$ cat src/verilog/tfef_pkg.sv
// Purpose: Shared constants and types for the timer flop and event flag block
// Assumes: 32-bit AXI4-Lite data, 8-bit register byte addresses
// Notes:   Every offset and code used by the design lives here, and all field positions and reset values except the irq_mask write field and irq reset

package tfef_pkg;

  // ==========================================================================
  // Register map
  // ==========================================================================
  localparam int unsigned ADDR_W = 8;
  localparam int unsigned DATA_W = 32;

  localparam logic [7:0] TFEF_OFS_FLOP_CTRL = 8'h00;
  localparam logic [7:0] TFEF_OFS_STATUS    = 8'h04;
  localparam logic [7:0] TFEF_OFS_IRQ_MASK  = 8'h08;

  // ==========================================================================
  // Flop control register fields
  // ==========================================================================
  localparam int unsigned TFEF_CODE_LSB   = 0;
  localparam int unsigned TFEF_CODE_MSB   = 1;
  localparam int unsigned TFEF_TOGGLE_LSB = 2;
  localparam int unsigned TFEF_TOGGLE_MSB = 5;
  localparam int unsigned TFEF_ONES_LSB   = 6;
  localparam int unsigned TFEF_ONES_MSB   = 7;

  localparam logic [1:0] TFEF_CODE_INVERT = 2'h0;
  localparam logic [1:0] TFEF_CODE_SET    = 2'h1;
  localparam logic [1:0] TFEF_CODE_CLEAR  = 2'h2;
  localparam logic [1:0] TFEF_CODE_KEEP   = 2'h3;

  // Fixed read-back patterns of the flop control register
  localparam logic [1:0]  TFEF_CODE_READ    = 2'h3;
  localparam logic [1:0]  TFEF_ONES_READ    = 2'h3;
  localparam logic [23:0] TFEF_UPPER_READ   = 24'h00_0000;

  // ==========================================================================
  // Status and mask fields (same layout)
  // ==========================================================================
  localparam int unsigned TFEF_FLAG_W       = 3;
  localparam int unsigned TFEF_BIT_MATCH0   = 0;
  localparam int unsigned TFEF_BIT_MATCH1   = 1;
  localparam int unsigned TFEF_BIT_OVERFLOW = 2;

  localparam logic [2:0]  TFEF_FLAGS_RESET  = 3'h0;
  localparam logic [2:0]  TFEF_MASK_RESET   = 3'h0;
  localparam logic [3:0]  TFEF_TOGGLE_RESET = 4'h0;
  localparam logic        TFEF_FLOP_RESET   = 1'b0;

  // ==========================================================================
  // AXI4-Lite responses
  // ==========================================================================
  localparam logic [1:0]  TFEF_RESP_OKAY    = 2'h0;
  localparam logic [1:0]  TFEF_RESP_SLVERR  = 2'h2;
  localparam logic [31:0] TFEF_READ_ZERO    = 32'h0000_0000;

  // ==========================================================================
  // Types
  // ==========================================================================
  // Flag-raising events, bit order equals the status register layout
  typedef struct packed {
    logic overflow;
    logic match1;
    logic match0;
  } tfef_evt_t;

  typedef struct packed {
    logic [2:0] flags;
    logic       irq;
  } tfef_flag_state_t;

  typedef struct packed {
    logic        awready;
    logic        wready;
    logic        aw_full;
    logic        w_full;
    logic [7:0]  awaddr;
    logic [31:0] wdata;
    logic [3:0]  wstrb;
    logic        bvalid;
    logic [1:0]  bresp;
    logic        arready;
    logic        rvalid;
    logic [1:0]  rresp;
    logic [31:0] rdata;
    logic [3:0]  toggle_en;
    logic [2:0]  irq_mask;
    logic        timer_output_flop;
  } tfef_main_state_t;

  localparam tfef_main_state_t TFEF_MAIN_RESET = '{
    awready: 1'b1,
    wready:  1'b1,
    arready: 1'b1,
    default: '0
  };

endpackage

$ cat src/verilog/tfef_flag_unit.sv
// Purpose: Sticky event flags with clear-on-read and a masked interrupt level
// Assumes: Events are one-cycle pulses synchronous to the clock
// Notes:   An event in the clearing cycle survives the clear

`timescale 1ns/10ps

module tfef_flag_unit (
  input  wire logic               clk,
  input  wire logic               arst_n,
  input  wire tfef_pkg::tfef_evt_t events,
  input  wire logic               read_clear,
  input  wire logic [2:0]         mask,
  output logic [2:0]              flags,
  output logic                    irq
);

  tfef_pkg::tfef_flag_state_t s;
  tfef_pkg::tfef_flag_state_t next_s;

  // ==========================================================================
  // Next state
  // ==========================================================================
  always_comb begin
    next_s = s;
    if (read_clear) begin
      next_s.flags = tfef_pkg::TFEF_FLAGS_RESET;
    end
    // Setting ignores the mask and wins over a simultaneous read clear
    next_s.flags = next_s.flags | events;
    // Only enabled flags reach the processor
    next_s.irq = |(next_s.flags & mask);
  end

  // ==========================================================================
  // State register
  // ==========================================================================
  always_ff @(posedge clk or negedge arst_n) begin
    if (!arst_n) begin
      s <= '{flags: tfef_pkg::TFEF_FLAGS_RESET, irq: 1'b0};
    end else begin
      s <= next_s;
    end
  end

  assign flags = s.flags;
  assign irq   = s.irq;

endmodule

$ cat src/verilog/tfef_timer_flop.sv
// Purpose: Timer output flop control and event flags of one timer channel
// Assumes: Counter, compare and capture logic sit in the host channel and
//          deliver one-cycle event pulses synchronous to CORE_CLK (20 MHz)
// Notes:   Registers reached over AXI4-Lite; all outputs come from flops

`timescale 1ns/10ps

module tfef_timer_flop (
  input  wire logic        CORE_CLK,
  input  wire logic        ARST_N,
  // Events from the host timer channel, one-cycle pulses
  input  wire logic        CAPTURE0_EVT,
  input  wire logic        CAPTURE1_EVT,
  input  wire logic        MATCH0_EVT,
  input  wire logic        MATCH1_EVT,
  input  wire logic        OVERFLOW_EVT,
  // AXI4-Lite write address
  input  wire logic [7:0]  AWADDR,
  input  wire logic        AWVALID,
  output logic             AWREADY,
  // AXI4-Lite write data
  input  wire logic [31:0] WDATA,
  input  wire logic [3:0]  WSTRB,
  input  wire logic        WVALID,
  output logic             WREADY,
  // AXI4-Lite write response
  output logic [1:0]       BRESP,
  output logic             BVALID,
  input  wire logic        BREADY,
  // AXI4-Lite read address
  input  wire logic [7:0]  ARADDR,
  input  wire logic        ARVALID,
  output logic             ARREADY,
  // AXI4-Lite read data
  output logic [31:0]      RDATA,
  output logic [1:0]       RRESP,
  output logic             RVALID,
  input  wire logic        RREADY,
  // Block outputs
  output logic             TIMER_OUTPUT_FLOP,
  output logic             IRQ
);

  // ==========================================================================
  // Declarations
  // ==========================================================================
  tfef_pkg::tfef_main_state_t s;
  tfef_pkg::tfef_main_state_t next_s;

  tfef_pkg::tfef_evt_t flag_events;
  logic [2:0]          flags;
  logic                flag_irq;
  logic                read_clear;

  logic [3:0]          toggle_events;
  logic                hw_toggle;
  logic                aw_take;
  logic                w_take;
  logic                ar_take;
  logic                do_write;
  logic [1:0]          code;

  // ==========================================================================
  // Event routing
  // ==========================================================================
  // Order matches the toggle enable field: capture1, capture0, match1, match0
  assign toggle_events = {CAPTURE1_EVT, CAPTURE0_EVT, MATCH1_EVT, MATCH0_EVT};

  // Simultaneous enabled events cancel in pairs, as sequential inversions would
  assign hw_toggle = ^(toggle_events & s.toggle_en);

  assign flag_events.overflow = OVERFLOW_EVT;
  assign flag_events.match1   = MATCH1_EVT;
  assign flag_events.match0   = MATCH0_EVT;

  // ==========================================================================
  // Bus handshakes
  // ==========================================================================
  assign aw_take  = AWVALID & s.awready;
  assign w_take   = WVALID & s.wready;
  assign ar_take  = ARVALID & s.arready;
  assign do_write = s.aw_full & s.w_full & ~s.bvalid;
  assign code     = s.wdata[tfef_pkg::TFEF_CODE_MSB:tfef_pkg::TFEF_CODE_LSB];

  // A status read clears the flags at the edge that raises RVALID
  assign read_clear = ar_take & (ARADDR == tfef_pkg::TFEF_OFS_STATUS);

  // ==========================================================================
  // Next state
  // ==========================================================================
  always_comb begin
    next_s = s;

    // Hardware toggles every cycle; software codes below act on top of them
    next_s.timer_output_flop = s.timer_output_flop ^ hw_toggle;

    // Write address and data are held independently until both are present
    if (aw_take) begin
      next_s.aw_full = 1'b1;
      next_s.awaddr  = AWADDR;
    end
    if (w_take) begin
      next_s.w_full = 1'b1;
      next_s.wdata  = WDATA;
      next_s.wstrb  = WSTRB;
    end

    if (s.bvalid && BREADY) begin
      next_s.bvalid = 1'b0;
    end

    if (do_write) begin
      next_s.aw_full = 1'b0;
      next_s.w_full  = 1'b0;
      next_s.bvalid  = 1'b1;
      next_s.bresp   = tfef_pkg::TFEF_RESP_OKAY;
      unique case (s.awaddr)
        tfef_pkg::TFEF_OFS_FLOP_CTRL: begin
          // Only byte lane 0 holds writable bits; upper bits are ignored
          if (s.wstrb[0]) begin
            next_s.toggle_en =
              s.wdata[tfef_pkg::TFEF_TOGGLE_MSB:tfef_pkg::TFEF_TOGGLE_LSB];
            unique case (code)
              tfef_pkg::TFEF_CODE_INVERT: begin
                next_s.timer_output_flop = ~next_s.timer_output_flop;
              end
              tfef_pkg::TFEF_CODE_SET: begin
                next_s.timer_output_flop = 1'b1;
              end
              tfef_pkg::TFEF_CODE_CLEAR: begin
                next_s.timer_output_flop = 1'b0;
              end
              tfef_pkg::TFEF_CODE_KEEP: begin
                next_s.timer_output_flop = next_s.timer_output_flop;
              end
            endcase
          end
        end
        tfef_pkg::TFEF_OFS_STATUS: begin
          // Read-only: a write neither sets nor clears any flag
          next_s.bresp = tfef_pkg::TFEF_RESP_OKAY;
        end
        tfef_pkg::TFEF_OFS_IRQ_MASK: begin
          if (s.wstrb[0]) begin
            next_s.irq_mask = s.wdata[2:0];
          end
        end
        default: begin
          next_s.bresp = tfef_pkg::TFEF_RESP_SLVERR;
        end
      endcase
    end

    next_s.awready = ~next_s.aw_full;
    next_s.wready  = ~next_s.w_full;

    // Read channel: one read in flight, data registered with RVALID
    if (s.rvalid && RREADY) begin
      next_s.rvalid  = 1'b0;
      next_s.arready = 1'b1;
    end

    if (ar_take) begin
      next_s.arready = 1'b0;
      next_s.rvalid  = 1'b1;
      next_s.rresp   = tfef_pkg::TFEF_RESP_OKAY;
      unique case (ARADDR)
        tfef_pkg::TFEF_OFS_FLOP_CTRL: begin
          next_s.rdata = {tfef_pkg::TFEF_UPPER_READ,
                          tfef_pkg::TFEF_ONES_READ,
                          s.toggle_en,
                          tfef_pkg::TFEF_CODE_READ};
        end
        tfef_pkg::TFEF_OFS_STATUS: begin
          next_s.rdata = {29'h0000_0000, flags};
        end
        tfef_pkg::TFEF_OFS_IRQ_MASK: begin
          next_s.rdata = {29'h0000_0000, s.irq_mask};
        end
        default: begin
          next_s.rdata = tfef_pkg::TFEF_READ_ZERO;
          next_s.rresp = tfef_pkg::TFEF_RESP_SLVERR;
        end
      endcase
    end
  end

  // ==========================================================================
  // State register
  // ==========================================================================
  always_ff @(posedge CORE_CLK or negedge ARST_N) begin
    if (!ARST_N) begin
      s <= tfef_pkg::TFEF_MAIN_RESET;
    end else begin
      s <= next_s;
    end
  end

  // ==========================================================================
  // Event flags and interrupt
  // ==========================================================================
  tfef_flag_unit u_flags (
    .clk        (CORE_CLK),
    .arst_n     (ARST_N),
    .events     (flag_events),
    .read_clear (read_clear),
    .mask       (s.irq_mask),
    .flags      (flags),
    .irq        (flag_irq)
  );

  // ==========================================================================
  // Outputs, all taken from flops
  // ==========================================================================
  assign AWREADY           = s.awready;
  assign WREADY            = s.wready;
  assign BRESP             = s.bresp;
  assign BVALID            = s.bvalid;
  assign ARREADY           = s.arready;
  assign RDATA             = s.rdata;
  assign RRESP             = s.rresp;
  assign RVALID            = s.rvalid;
  assign TIMER_OUTPUT_FLOP = s.timer_output_flop;
  assign IRQ               = flag_irq;

endmodule

$ cat config.mk
export PLATFORM = sky130hd
export DESIGN_NAME = tfef_timer_flop
export DESIGN_NICKNAME = d
export VERILOG_FILES = /design/src/verilog/tfef_pkg.sv /design/src/verilog/tfef_flag_unit.sv /design/src/verilog/tfef_timer_flop.sv
export SDC_FILE = /design/constraint.sdc
export NUM_CORES = 1
export LEC_CHECK = 0
export BUFFER_PORTS_ARGS = -buffer_cell sky130_fd_sc_hd__buf_2
export CORE_MARGIN = 1.5
export CORE_UTILIZATION = 49
export DETAILED_ROUTE_END_ITERATION = 12
export PLACE_DENSITY = 0.85
export SYNTH_ARGS = -nofsm -noshare
export SYNTH_HDL_FRONTEND = slang
export SYNTH_SLANG_ARGS = --single-unit
export TNS_END_PERCENT = 1
$ cat constraint.sdc
create_clock -name CORE_CLK -period 3.45 [get_ports CORE_CLK]
set_clock_uncertainty 0.15 [all_clocks]
set_input_delay 0.5175 -clock CORE_CLK [delete_from_list [all_inputs] [get_ports CORE_CLK]]
set_output_delay 0.5175 -clock CORE_CLK [all_outputs]
set_load 0.02 [all_outputs]
# Word level (Yosys, flattened, before mapping)
# Index checks and enable logic that the tools add are counted.
dict set report word_totals {
  regBits 70
  input_bits 64
  wordCells 67
}
dict set report classes {
  eq_ne 7
  muxes 15
  bitwise_logic 14
  reduce_logical 13
}
# cell n
set op_table {}
lappend op_table {{$mux 36} 1}
lappend op_table {{$pmux 8 s3} 1}
lappend op_table {{$eq 8x3->1 const B} 2}
lappend op_table {{$eq 8x4->1 const B} 2}
lappend op_table {{$logic_not 8->1} 2}
lappend op_table {{$reduce_or 3->1} 3}
lappend op_table {{$mux 2} 4}
lappend op_table {{$and 1x1->1} 6}
lappend op_table {{$mux 1} 6}
lappend op_table {{$mux 3} 2}
lappend op_table {{$reduce_and 3->1} 2}
lappend op_table {{$and 4x4->4} 1}
lappend op_table {{$eq 2x2->1 const B} 2}
lappend op_table {{$not 1->1} 4}
lappend op_table {{$pmux 1 s4} 1}
lappend op_table {{$reduce_bool 2->1} 2}
lappend op_table {{$reduce_xor 4->1} 1}
lappend op_table {{$and 3x3->3} 1}
lappend op_table {{$or 3x3->3} 1}
lappend op_table {{$eq 2x1->1 const B} 1}
lappend op_table {{$logic_and 1x1->1} 2}
lappend op_table {{$logic_not 2->1} 1}
lappend op_table {{$xor 1x1->1} 1}

# Logic depth before layout (Yosys ltp)
dict set report depth {
  depth_word 8
  ltp_mapped 4
  depth_no_buf 4
}

# By module
# From an unflattened synthesis, not the netlist that was laid out.
dict set report unflattened {
  hier_cells 176
  area_unflattened_um2 2088.3
}
# module n_inst cells_each area_each_um2 seq_area_each_um2
set by_module_without_submodules {}
lappend by_module_without_submodules {tfef_timer_flop 1 165 1938.1 979.7}
lappend by_module_without_submodules {tfef_flag_unit 1 11 150.1 100.1}

# Worst setup path after synthesis
# Ideal clock, no wire load.
dict set report synth_path {
  path_kind {input to register}
  start {in ARADDR[7]}
  end {reg u_flags.s (netlist bit u_flags.flags[0])}
  t_arrival_ns 1.660
  setup_slack_ns 1.522
  path_stages 4
  n_path_buf 0
  cell_sequence {nor4_1 nand2_1 or4b_1 a21o_1}
}
# item line
set synth_rtl {}
lappend synth_rtl {{start: declaration} tfef_timer_flop.sv:31} ;# input wire logic [7:0] ARADDR,
lappend synth_rtl {{end signal: assignment} tfef_flag_unit.sv:39} ;# s <= '{flags: tfef_pkg::TFEF_FLAGS_RESET, irq: 1'b0};
lappend synth_rtl {{end signal: assignment} tfef_flag_unit.sv:41} ;# s <= next_s;
lappend synth_rtl {{end: declaration} tfef_flag_unit.sv:17} ;# tfef_pkg::tfef_flag_state_t s;

# Worst setup path in the final report
dict set report layout_path {
  start {reg s[88] (netlist name)}
  end {reg s[1] (netlist name)}
}
dict set report layout_between {
  elab_chain_cells 2
}
# item line
set layout_lines {}
lappend layout_lines {{start: declaration} tfef_timer_flop.sv:47} ;# tfef_pkg::tfef_main_state_t s;
lappend layout_lines {{start signal: assignment} tfef_timer_flop.sv:193} ;# s <= tfef_pkg::TFEF_MAIN_RESET;
lappend layout_lines {{start signal: assignment} tfef_timer_flop.sv:195} ;# s <= next_s;
lappend layout_lines {{$eq 8x4->1} tfef_timer_flop.sv:117} ;# unique case (s.awaddr)
lappend layout_lines {{$reduce_and 3->1 (no source line)} n/a}
# Every way passes these cells.
# A chain may end at the register's enable or synchronous reset.

==> metrics.csv <==
stage,metric,value,unit
cells_and_area,final_cell_mix,"buf_2 (51), dfrtp_1 (40), conb_1 (26), mux2_2 (14), nand2_1 (13)",
cts,path_clk_slew,0.08,ns
critical_path,crit_family,simple AND/OR/NAND/NOR gates,
route,dr.pass1.iters,6,
global_routing,grt_pass1_vias,1258,
global_routing,grt_pass1_wl,5.40,mm
global_routing,antenna_found_initial,0,
cts,ctsLongestPathBuffers,2,
sta,min_period_over_period,57.3,%
yosys,ys_seq_elements,43,
sta,final.min_clock_period,1.98,ns
cts,cts_max_level,2,
global_routing,grt_overflow,0,
min_path,worstHoldPathType,in -> async,
sta,fmax,506,MHz
floorplan,dieArea,4670,µm²
critical_path,r2r_slack,1.47,ns
critical_path,path_depth,4,
route,drt_iter0_markers,82,
placed_design,dp_hpwl,2.48,mm
route,vias,1319,
cells_and_area,area_growth,11.8,%
cells_and_area,drive_gt1_share,37.6,%
yosys,synth_cell_types,36,
pwr,p_per_area,694,nW/µm²
critical_path,path_max_fanout,3,
global_routing,grtUsageTotal,16.0,%
cts,cts.sinks,43,
cts,post_cts.repair.setup_buffers,0,
floorplan,num_rows,23,
cts,tritoncts,yes,
yosys,ys_seq_area_share,51.6,%
pwr,vdd_drop_max,374,µV
placed_design,port_buffers,51,
critical_path,setup.worst_path.start,s[88],
critical_path,end_kind,flip-flop,
yosys,ys_warn_count,0,
floorplan,core-area,4060,µm²
cts,root_buffer,clkbuf_8,
pwr,p_leak,1.16,nW
critical_path,worstPathArrival,2.01,ns
cells_and_area,final_nets,284,
critical_path,r2r_cells,4,
cts,cts_resized,0,
sta,slew-limit-headroom,40.1,%
sta,hold_viol,0,
critical_path,critical_path_class,reg -> reg,
critical_path,required,3.48,ns
floorplan,chipWidth,68.3,µm
global_routing,grt_util_met2,28.4,%
route,viasPerCell,4.87,
critical_path,worstPathCellList,"nor4_4, nand2_2, or4b_4, mux2_4",
critical_path,timing.rr.end,s[1],
critical_path,crit_path_start_kind,flip-flop,
sta,final.setup.tns,0,ns
cts,numCtsBuffers,5,
sta,holdWs,0.194,ns
critical_path,crit_path_top_delay_cell,or4b_4,
cts,hold_buffers,0,
yosys,syn_inst,176,
route,routed_wl,3.32,mm
global_routing,met3_usage,4.77,%
job,drv_cap,0,
cells_and_area,antenna_cells,0,
floorplan,initial_core_util,51.6,%
sta,tightest_slew,0.898,ns
yosys,syn_area_per_cell,11.9,µm²
floorplan,die_h,68.3,µm
global_routing,grt_max_degree,44,
global_routing,grt.busiest_layer,met2,
status,outcome,completed,
cts,insertion_delay,0.29,ns
placed_design,gp_congestion,0.743,
route,routedWlPerCell,12.3,µm
floorplan,top_level_ports,107,
global_routing,met1_usage,17.4,%
sta,finalSetupViolCount,0,
critical_path,rr_startpoint,s[88],
sta,grt_setup_unrepaired,false,
critical_path,critPathBufInv,0,
critical_path,max_stage_delay,0.53,ns
route,ant_nets,0,
cells_and_area,layout_commonest_cell,buf_2,
yosys,syn_area,2090,µm²
route,drc,0,
pwr,total_power,0.00162,W
sta,maxSlewViolCount,0,
state kept, by name (all words and copies together), names as in the netlist:
name	cells
RDATA	7
ARREADY	1
WREADY	1
BVALID	1
RVALID	1
AWREADY	1
RRESP	1
u_flags.flags	3
BRESP	1
TIMER_OUTPUT_FLOP	1
code	2
u_flags.irq	1
s	22
cell type report:
cell class	count	area [µm²]
well taps	50	62.6
fillers	375	1720
clock inverters	2	35.0
multi-input cells	113	802
repair buffers	51	255
flip-flops and latches	43	1080
clock buffers	6	82.6
inverters	6	22.5
logic make-up after synthesis:
group	share of synthesized area, %
AOI/OAI and AO/OA	8.43
muxes	13.3
buffers and inverters	14.5
other	0.179
xor gates and xnor gates	1.91
DFF	51.6
and+or+nand+nor	10.0
power breakdown:
group	total, W	switching (W)	internal, W
combinational	0.000443	0.000239	0.000204
clock	0.000396	0.000162	0.000234
sequential	0.000785	0.000112	0.000673
through the flow:
step | util, % | area, µm² | setup slack [ns] | cells
finish | 57.7 | 2340 | 1.47 | 271
global route | 57.7 | 2340 | 1.36 | 271
CTS | 57.7 | 2340 | 1.45 | 271
detailed placement | 54.8 | 2220 | 1.29 | 263
global placement | 54.8 | 2220 | 1.31 | 263
floorplan | - | 2190 | 1.52 | 201
cells in the mapped netlist:
master / number / area [µm²]
xnor3_1: 1 / 22.5
nand2b_1: 1 / 6.26
mux2_4: 3 / 45.0
nor4_1: 3 / 18.8
o31ai_1: 1 / 7.51
nor2b_1: 1 / 6.26
mux2_1: 4 / 45.0
xor2_1: 2 / 17.5
mux2i_1: 3 / 30.0
nand3_1: 1 / 5.00
or4b_1: 1 / 10.0
clkbuf_1: 3 / 11.3
dfrtp_1: 40 / 1000
or4_1: 1 / 7.51
nand3b_1: 1 / 7.51
inv_1: 6 / 22.5
or4b_4: 1 / 13.8
o21ai_0: 7 / 35.0
a21o_1: 5 / 37.5
and2_1: 2 / 12.5
mux2_2: 14 / 158
nor4b_2: 1 / 15.0
nor4b_1: 1 / 8.76
a31oi_1: 2 / 12.5
nand2_1: 13 / 48.8
nor2_1: 6 / 22.5
buf_4: 36 / 270
a21oi_1: 1 / 5.00
nand2_2: 1 / 6.26
a21boi_0: 2 / 15.0
a22o_1: 3 / 26.3
o41ai_1: 2 / 17.5
nor4_4: 1 / 21.3
conb_1: 1 / 3.75
dfstp_2: 3 / 78.8
a222oi_1: 2 / 20.0
per-layer routing:
| layer | vias up | share of wire (%) |
|---|---|---|
| li1 | 637 | - |
| met1 | 616 | 42 |
| met2 | 62 | 49 |
| met3 | 4 | 7.9 |
| met4 | 0 | 1.7 |
| met5 | - | 0 |
worst max path at each step:
stage / slack [ns] / end
6_report: 1.47 / s[1]
5_1_grt: 1.36 / s[4]
4_1_cts: 1.45 / s[5]
3_5_place_dp: 1.29 / u_flags.flags[1]
3_3_place_gp: 1.31 / u_flags.flags[1]
2_1_floorplan: 1.52 / u_flags.flags[0]
No activity file was read; power rests on OpenSTA's default activity.
